<file path="src/hdl/irq_mask_pkg.sv">
// How it works
// - A source whose enable bit is clear never reaches the interrupt output.
// - Flags stay visible and unmasked at 0x044; the enable gates the interrupt and the pending view at 0x040.
// - Enable word sits at offset 0x018 and resets to all zeros.
// - Bit 31 enables the wakeup interrupt, in both roles.
// - Bit 30 enables the session interrupt, in both roles.
// - Bit 29 enables the disconnect interrupt, device role only.
// - Bit 28 enables the ID pin status change interrupt, in both roles.
// - Bit 26 enables the periodic transmit FIFO empty interrupt, host role only.
// - Bit 25 enables the host channels interrupt, host role only.
// - Bit 24 enables the host port interrupt, host role only.
// - Host role: bit 21 enables the periodic transfer incomplete interrupt.
// - Device role: bit 21 enables the isochronous OUT incomplete interrupt.
// - Bit 20 enables the isochronous IN incomplete interrupt, device role only.
// - Bit 19 enables the OUT endpoints interrupt, device role only.
// - Bit 18 enables the IN endpoints interrupt, device role only.
// - Bit 15 enables the end of periodic frame interrupt, device role only.
// - Bit 14 enables the isochronous OUT packet dropped interrupt, device role only.
// - Bit 13 enables the enumeration done interrupt, device role only.
// - Bit 12 enables the bus reset interrupt, device role only.
// - Bit 11 enables the bus suspend interrupt, device role only.
// - Bit 10 enables the early suspend interrupt.
// - Writing a new value to a control of the wrong role has no effect and raises mode fault.
package irq_mask_pkg;

  localparam int unsigned DATA_W = 32;
  localparam int unsigned ADDR_W = 12;
  localparam int unsigned SYNC_STAGES = 2;

  // Register offsets
  localparam logic [11:0] ENABLE_OFFSET     = 12'h018;
  localparam logic [11:0] PENDING_OFFSET    = 12'h040;
  localparam logic [11:0] FLAGS_VIEW_OFFSET = 12'h044;

  // Reset values
  localparam logic [31:0] ENABLE_RESET = 32'h00000000;
  localparam logic [31:0] READ_IDLE    = 32'h00000000;

  // Field positions
  localparam int unsigned WAKEUP_BIT        = 31;
  localparam int unsigned SESSION_BIT       = 30;
  localparam int unsigned DISCONNECT_BIT    = 29;
  localparam int unsigned ID_PIN_BIT        = 28;
  localparam int unsigned PERIODIC_TXFE_BIT = 26;
  localparam int unsigned HOST_CHANNELS_BIT = 25;
  localparam int unsigned HOST_PORT_BIT     = 24;
  localparam int unsigned INCOMPLETE_BIT    = 21;
  localparam int unsigned ISO_IN_BIT        = 20;
  localparam int unsigned OUT_EP_BIT        = 19;
  localparam int unsigned IN_EP_BIT         = 18;
  localparam int unsigned END_FRAME_BIT     = 15;
  localparam int unsigned ISO_DROP_BIT      = 14;
  localparam int unsigned ENUM_DONE_BIT     = 13;
  localparam int unsigned BUS_RESET_BIT     = 12;
  localparam int unsigned SUSPEND_BIT       = 11;
  localparam int unsigned EARLY_SUSPEND_BIT = 10;

  // Role groups of the enable word
  localparam logic [31:0] BOTH_ROLE_MASK   = 32'hD0200000;
  localparam logic [31:0] HOST_ONLY_MASK   = 32'h07000000;
  localparam logic [31:0] DEVICE_ONLY_MASK = 32'h201CFC00;
  localparam logic [31:0] WRITABLE_MASK    = 32'hF73CFC00;

  // Bits that the current role may not touch
  function automatic logic [31:0] wrong_role_mask(input logic host_mode);
    wrong_role_mask = host_mode ? DEVICE_ONLY_MASK : HOST_ONLY_MASK;
  endfunction

endpackage

</file>
<file path="src/hdl/reset_sync.sv">
module reset_sync
  import irq_mask_pkg::*;
(
  // Clock and raw reset
  input  wire logic ref_clk_in,
  input  wire logic nrst_in,
  // Released reset
  output logic      nrst_sync_out
);

  logic [SYNC_STAGES-1:0] nrst_chain_reg;

  // Assert at once, release after two edges
  always_ff @(posedge ref_clk_in or negedge nrst_in) begin
    if (!nrst_in) begin
      nrst_chain_reg <= '0;
    end else begin
      nrst_chain_reg <= {nrst_chain_reg[SYNC_STAGES-2:0], 1'b1};
    end
  end

  assign nrst_sync_out = nrst_chain_reg[SYNC_STAGES-1];

endmodule

</file>
<file path="src/hdl/irq_gate.sv">
module irq_gate #(
  parameter int unsigned WIDTH = 32
) (
  // Sources and enables
  input  wire logic [WIDTH-1:0] flags_in,
  input  wire logic [WIDTH-1:0] enables_in,
  // Gated result
  output logic      [WIDTH-1:0] pending_out,
  output logic                  any_out
);

  // Per-source gate
  for (genvar i = 0; i < WIDTH; i++) begin : g_gate
    assign pending_out[i] = flags_in[i] & enables_in[i];
  end

  assign any_out = |pending_out;

endmodule

</file>
<file path="src/hdl/usb_irq_enable_mask.sv">
// Chosen here: the strobed register port.
module usb_irq_enable_mask
  import irq_mask_pkg::*;
#(
  parameter bit HOST_PORT_WRITABLE = 1'b1
) (
  // Clock and reset
  input  wire logic              ref_clk_in,
  input  wire logic              nrst_in,
  // Register port
  input  wire logic [ADDR_W-1:0] addr_in,
  input  wire logic [DATA_W-1:0] wdata_in,
  input  wire logic              wr_in,
  input  wire logic              rd_in,
  output logic      [DATA_W-1:0] rdata_out,
  // Controller side
  input  wire logic [DATA_W-1:0] global_interrupt_flags_in,
  input  wire logic              host_mode_in,
  output logic      [DATA_W-1:0] global_interrupt_enable_out,
  output logic                   mode_fault_flag_out,
  // Processor interrupt
  output logic                   irq_out
);

  logic              nrst_sync;
  logic [DATA_W-1:0] enable_reg;
  logic [DATA_W-1:0] enable_next;
  logic [DATA_W-1:0] rdata_reg;
  logic [DATA_W-1:0] rdata_next;
  logic              irq_reg;
  logic              irq_next;
  logic              fault_reg;
  logic              fault_next;
  logic [DATA_W-1:0] pending;
  logic              any_pending;

  // One-hot word for a field
  function automatic logic [DATA_W-1:0] only_bit(input int unsigned pos);
    only_bit      = '0;
    only_bit[pos] = 1'b1;
  endfunction

  // Reset release
  reset_sync u_reset_sync (
    .ref_clk_in    (ref_clk_in),
    .nrst_in       (nrst_in),
    .nrst_sync_out (nrst_sync)
  );

  // Source gating
  irq_gate #(
    .WIDTH (DATA_W)
  ) u_irq_gate (
    .flags_in    (global_interrupt_flags_in),
    .enables_in  (enable_reg),
    .pending_out (pending),
    .any_out     (any_pending)
  );

  // Address decode
  wire enable_sel  = (addr_in == ENABLE_OFFSET);
  wire pending_sel = (addr_in == PENDING_OFFSET);
  wire flags_sel   = (addr_in == FLAGS_VIEW_OFFSET);
  wire enable_hit  = wr_in && enable_sel;

  // Writable field set
  wire [DATA_W-1:0] host_port_keep = HOST_PORT_WRITABLE ? 32'h00000000 : (32'h00000001 << HOST_PORT_BIT);
  wire [DATA_W-1:0] field_mask     = WRITABLE_MASK & ~host_port_keep;

  // Role guard
  wire [DATA_W-1:0] blocked    = wrong_role_mask(host_mode_in) | ~field_mask;
  wire [DATA_W-1:0] write_bits = wdata_in & field_mask;
  wire [DATA_W-1:0] role_bits  = wrong_role_mask(host_mode_in);
  wire              role_touch = |((write_bits ^ enable_reg) & role_bits);

  // Enable word update
  wire [DATA_W-1:0] merged_word = (write_bits & ~blocked) | (enable_reg & blocked);

  assign enable_next = enable_hit ? merged_word : enable_reg;
  assign fault_next  = enable_hit && role_touch;

  // Enable fields by name
  wire wakeup_irq_en                   = enable_reg[WAKEUP_BIT];
  wire session_irq_en                  = enable_reg[SESSION_BIT];
  wire disconnect_irq_en               = enable_reg[DISCONNECT_BIT];
  wire id_pin_change_irq_en            = enable_reg[ID_PIN_BIT];
  wire periodic_tx_fifo_empty_irq_en   = enable_reg[PERIODIC_TXFE_BIT];
  wire host_channels_irq_en            = enable_reg[HOST_CHANNELS_BIT];
  wire host_port_irq_en                = enable_reg[HOST_PORT_BIT];
  wire periodic_xfer_incomplete_irq_en = enable_reg[INCOMPLETE_BIT];
  wire iso_out_incomplete_irq_en       = enable_reg[INCOMPLETE_BIT];
  wire iso_in_incomplete_irq_en        = enable_reg[ISO_IN_BIT];
  wire out_endpoints_irq_en            = enable_reg[OUT_EP_BIT];
  wire in_endpoints_irq_en             = enable_reg[IN_EP_BIT];
  wire end_periodic_frame_irq_en       = enable_reg[END_FRAME_BIT];
  wire iso_out_drop_irq_en             = enable_reg[ISO_DROP_BIT];
  wire enum_done_irq_en                = enable_reg[ENUM_DONE_BIT];
  wire bus_reset_irq_en                = enable_reg[BUS_RESET_BIT];
  wire suspend_irq_en                  = enable_reg[SUSPEND_BIT];
  wire early_suspend_irq_en            = enable_reg[EARLY_SUSPEND_BIT];

  // Read selection
  wire [DATA_W-1:0] read_word = enable_sel  ? enable_reg :
                                pending_sel ? pending :
                                flags_sel   ? global_interrupt_flags_in :
                                READ_IDLE;

  assign rdata_next = rd_in ? read_word : READ_IDLE;
  assign irq_next   = any_pending;

  // Enable register
  always_ff @(posedge ref_clk_in or negedge nrst_sync) begin
    if (!nrst_sync) begin
      enable_reg <= ENABLE_RESET;
    end else begin
      enable_reg <= enable_next;
    end
  end

  // Read data and outputs
  always_ff @(posedge ref_clk_in or negedge nrst_sync) begin
    if (!nrst_sync) begin
      rdata_reg <= READ_IDLE;
      irq_reg   <= 1'b0;
      fault_reg <= 1'b0;
    end else begin
      rdata_reg <= rdata_next;
      irq_reg   <= irq_next;
      fault_reg <= fault_next;
    end
  end

  assign rdata_out                   = rdata_reg;
  assign irq_out                     = irq_reg;
  assign mode_fault_flag_out         = fault_reg;
  assign global_interrupt_enable_out = enable_reg;
endmodule

</file>
<file path="config.mk">
export PLATFORM = sky130hd
export DESIGN_NAME = usb_irq_enable_mask
export DESIGN_NICKNAME = d
export VERILOG_FILES = /design/src/hdl/irq_mask_pkg.sv /design/src/hdl/reset_sync.sv /design/src/hdl/irq_gate.sv /design/src/hdl/usb_irq_enable_mask.sv
export SDC_FILE = /design/constraint.sdc
export NUM_CORES = 1
export LEC_CHECK = 0
export BUFFER_PORTS_ARGS = -buffer_cell sky130_fd_sc_hd__buf_2
export CORE_ASPECT_RATIO = 0.9
export CORE_MARGIN = 2
export CORE_UTILIZATION = 48
export CTS_BUF_LIST = sky130_fd_sc_hd__clkbuf_4 sky130_fd_sc_hd__clkbuf_8 sky130_fd_sc_hd__clkbuf_16
export CTS_CLUSTER_SIZE = 25
export DETAILED_ROUTE_END_ITERATION = 12
export PLACE_DENSITY_LB_ADDON = 0.2
export SLEW_MARGIN = 0
export SYNTH_ARGS = -nofsm -noshare
export SYNTH_HDL_FRONTEND = slang
export SYNTH_HIERARCHICAL = 1
export SYNTH_SLANG_ARGS = --single-unit
</file>
<file path="constraint.sdc">
create_clock -name ref_clk_in -period 2.52 [get_ports ref_clk_in]
set_input_delay 0.504 -clock ref_clk_in [delete_from_list [all_inputs] [get_ports ref_clk_in]]
set_output_delay 0.504 -clock ref_clk_in [all_outputs]
set_load 0.02 [all_outputs]
</file>
# Yosys cells after proc, flatten, opt, wreduce, memory -nomap -nowiden
# Index checks and enable logic that the tools add are counted.
dict set report totals {
  register_bits 68
  output_inout_bits 66
}
dict set report op_classes {
  n_mux 5
  n_reduce_logical 4
  eq_ne 3
  bitwise 38
}
# cell n
set ops {}
lappend ops {{32-bit 2-to-1 mux} 4}
lappend ops {{32-bit by 30-bit AND with 32-bit output} 2}
lappend ops {{32-bit OR reduction} 2}
lappend ops {{1-bit AND} 32}
lappend ops {{32-bit AND} 1}
lappend ops {{30-bit inverter with 32-bit output} 1}
lappend ops {{32-bit OR} 1}
lappend ops {{32-bit bitwise XOR} 1}
lappend ops {{30-bit 2-to-1 mux} 1}
lappend ops {{12-bit by 7-bit == test with 1-bit output, second input constant} 2}
lappend ops {{12-bit by 5-bit == test with 1-bit output, second input constant} 1}
lappend ops {{1-bit logical AND} 2}

# Logic depth before layout (Yosys ltp)
dict set report logic_depth {
  word_depth 5
  depth_mapped 7
}

# Cells and area by module
# Netlist, hierarchy kept.
# mod cells_each area_each_um2 n_inst seq_area_each_um2
set modules_own_cells {}
lappend modules_own_cells {usb_irq_enable_mask 228 2580.0 1 1276.2}
lappend modules_own_cells {irq_gate 45 297.8 1 0.0}
lappend modules_own_cells {reset_sync 3 53.8 1 50.0}

# Least setup slack after synthesis
# Ideal clock, no wire load.
dict set report synth_timing {
  kind {register -> register}
  startpoint {register (tool-made name)}
  endpoint {register irq_reg, in the netlist irq_out}
  stages_incl_launch_ff 5
  t_arrival_ps 2031
  slack_ps 351
  period_less_slack_ps 2169
  cell_sequence {dfrtp_1 and2_1 or4_1 or4_1 or4_1}
}
# element line
set synth_lines {}
lappend synth_lines {{end signal, assigned} usb_irq_enable_mask.sv:128} ;# irq_reg <= irq_next;
lappend synth_lines {{end, declared} usb_irq_enable_mask.sv:30} ;# logic irq_reg;

==> impl_results.md <==
* Initial DRC count at 92
* Rows at 26
* Estimated wirelength of the detail-placed design at around 5.5 mm
* Starting density of the core at 50.6%
* Share of the clock period used by the worst path at 88.6%
* Final-report hold violation count at 0
* Total routing usage reported by global routing at a little under a quarter
* Async set-or-reset flop fraction in the synthesized netlist at 100%
* Highest fanout seen on the critical path at 5
* Die Wd at 86.4 um
* Number of enable flip-flop cells after synthesis at 0
* Detail Route Antenna Nets at 0
* Die extent in y at 78.1 um
* Layout Nets at about 500
* Summed instance area of the synthesized netlist at 2930 um2
* First-pass iteration count of the detailed router at 4
* GP Congestion at 0.752
* First-pass GRT wire length at ~12 mm
* Number of cells produced by synthesis at 276
* Fraction of post-synthesis cell area in the top cell type by area at 45.2%
* RSZ-0062 raised after global routing: false
* Type of origin of the critical path: flip-flop
* Drt via density at 5.00
* Cell chain of the critical path: and2_1 -> or4_1 -> or4_1 -> or4_1
* Total congestion overflow after global routing at 0
* Worst path setup slack after routing at 288 ps
* Slew headroom at 59.5%
* Sum of routed wire segments on met1 at ~3.1 mm
* Routed wirelength normalized by instance count at 14.6 um
* Number of global-route vias before repair at 2521
* Cell types with the highest counts after synthesis: 53 x dfrtp_1, 38 x nor2_1, 30 x and2_1
* Biggest area contributors in the synthesized netlist: dfrtp_1 45%, mux2_2 6.5%, and2_1 6.4%
* Clk_skew at 2.74 ps
* CTS root buf: clkbuf_8
* Quantity of I/O buffers inserted on ports at 116
* Setup TNS Final at 0 ps
* Library cells used by synthesis at 39
* Worst min-delay path class: flip-flop to asynchronous set/reset pin
* Antenna diode instance count at 0
* IO Pins at 147
* Worst-path clk slew at 90 ps
* Aggregate routed wire length at 7.08 mm
* Highest achievable clock rate at 448 MHz
* Worst hold margin at roughly 270 ps
* Total power per unit cell area at 416 nW/um2
* Number of pins exceeding their max-slew limit in the final report at 0
* Lkg Pwr at 0.00221 uW
* Worst-Margin Slew at around 610 ps
* Average cell area after synthesis at 10.6 um2
* Crit path kind: flip-flop to flip-flop
* Later-pin clock latency in the skew report at 300 ps
* Register area share after synthesis at between 40% and 50%
* Vias after detailed routing at 2420
* Area of the die at 6750 um2
* Peak supply drop at just over 0.0003 V
* # Post-CTS Setup Buffers at 0
* Top flip-flop cell by instance count after synthesis: dfrtp_1
* Standard cell core area at between 5000 and 6000 um2
* Post-route DRC violation count at 0
* Final period demand of the worst path at 2230 ps
* Instance count after placement with tap cells included at 476
* Post-synthesis cell type with the largest combined area: dfrtp_1
* Data arrival time of the critical path at 2410 ps
* Number of max-cap violations at 0
* Top layer reached by signal wires: met4
* Area growth, synth to finish at 26.5%
* Number of antenna violations at the first check in global routing at 0
* Worst path buffer plus inverter count at 0
* Fraction of final layout cells sized beyond drive strength 1 at 42.3%
* Sinks on the clock net at between 50 and 60
* Setup-violating endpoint count in the final report at 0
* Final std cells w/o fill at 484
* Synthesized flop and latch total at 53
* Largest net degree at the start of global routing at 28
* Setup Slack @ Placement at 120 ps
* CTS tree: yes
* Delay-heaviest family, CP: simple AND/OR/NAND/NOR gates
* Nature of the critical path endpoint: flip-flop
* Amount of wire on met2 after detailed routing at 3.42 mm
* Number of buffers inserted during clock tree synthesis at 5
* CP most frequent cell: or4_1
* Slowest cell on crit path: or4_1
* Met3 wire len at ~460 um
* Data required time of the critical path at 2700 ps
* Yosys warns at 6
* CP peak stage delay at 560 ps
* Max Buffers Root-to-Sink at 2
* CTS H-tree lvls at 2
* Most instantiated library cell after synthesis: dfrtp_1
* Run status: completed
## power breakdown
| part | internal, uW | total, uW | switching, uW | leakage (uW) |
|---|---|---|---|---|
| Clock | 230 | 495 | 266 | 0.0000477 |
| Combinational | 83.9 | 191 | 107 | 0.00143 |
| Sequential | 852 | 854 | 1.82 | 0.000730 |
| Total | 1170 | 1540 | 375 | 0.00221 |
## per-stage QoR
stage	power (uW)	utilization, %	instance area (um2)
after global routing	1620	64.0	3710
after CTS	1550	64.0	3710
after global placement	1050	62.3	3610
after floorplan	995	-	3040
final	1540	64.0	3710
after detailed placement	1060	62.3	3610
## worst paths after layout
check,cells after the start,slack [ps],from,endpoint
max in group asynchronous,2,1920,nrst_in,u_reset_sync/nrst_chain_reg[1]
min reg2reg,1,270,u_reset_sync/nrst_chain_reg[1],rdata_out[11]
min in group ref_clk_in,0,370,u_reset_sync/nrst_chain_reg[0],u_reset_sync/nrst_chain_reg[1]
max reg2reg,4,290,flip-flop,irq_out
max,4,290,flip-flop,irq_out
min,1,270,u_reset_sync/nrst_chain_reg[1],rdata_out[11]
## final cells by class
| cell class | count | area [um2] |
|---|---|---|
| well taps | 70 | 87.6 |
| flip-flops and latches | 53 | 1330 |
| clock buffers | 7 | 90.1 |
| repair buffers | 128 | 673 |
| multi-input cells | 225 | 1530 |
| fillers | 501 | 2080 |
| inverters | 1 | 3.75 |
## metal layers
metal / vias to the layer above / track usage (%)
met1: 1142 / 30.1
met5: - / 0
met3: 8 / 5.78
met4: 0 / 5.31
li1: 1187 / -
met2: 83 / 37.3
## what timing repair did
| item | CTS | global route |
|---|---|---|
| hold buffers | 1 | 0 |
| hold endpoints to repair | 2 | 0 |
| gates resized for setup | 0 | 0 |
## kinds of logic after synthesis
family | after synthesis | share of synthesized area, %
simple gates | 114 | 23.6
flops | 53 | 45.2
compound gates | 35 | 8.96
mux | 32 | 11.7
buf+inv | 27 | 6.44
xor+xnor | 13 | 3.88
other cells | 2 | 0.256
## layout by cell type (no fill, tap or decap), types with 3 or more instances in the layout
| cell type | count |
|---|---|
| mux2i_1 | 15 |
| nor2_1 | 38 |
| nand2_1 | 3 |
| buf_4 | 11 |
| clkbuf_8 | 6 |
| mux2_2 | 17 |
| and2_1 | 30 |
| buf_2 | 116 |
| xor2_1 | 3 |
| a21o_1 | 16 |
| a22oi_1 | 16 |
| dfrtp_1 | 52 |
| conb_1 | 31 |
| nand3_1 | 3 |
| or4_1 | 9 |
| xnor2_1 | 10 |
| or2_2 | 4 |
| nor2_2 | 9 |
No activity file was read; power rests on OpenSTA's default activity.
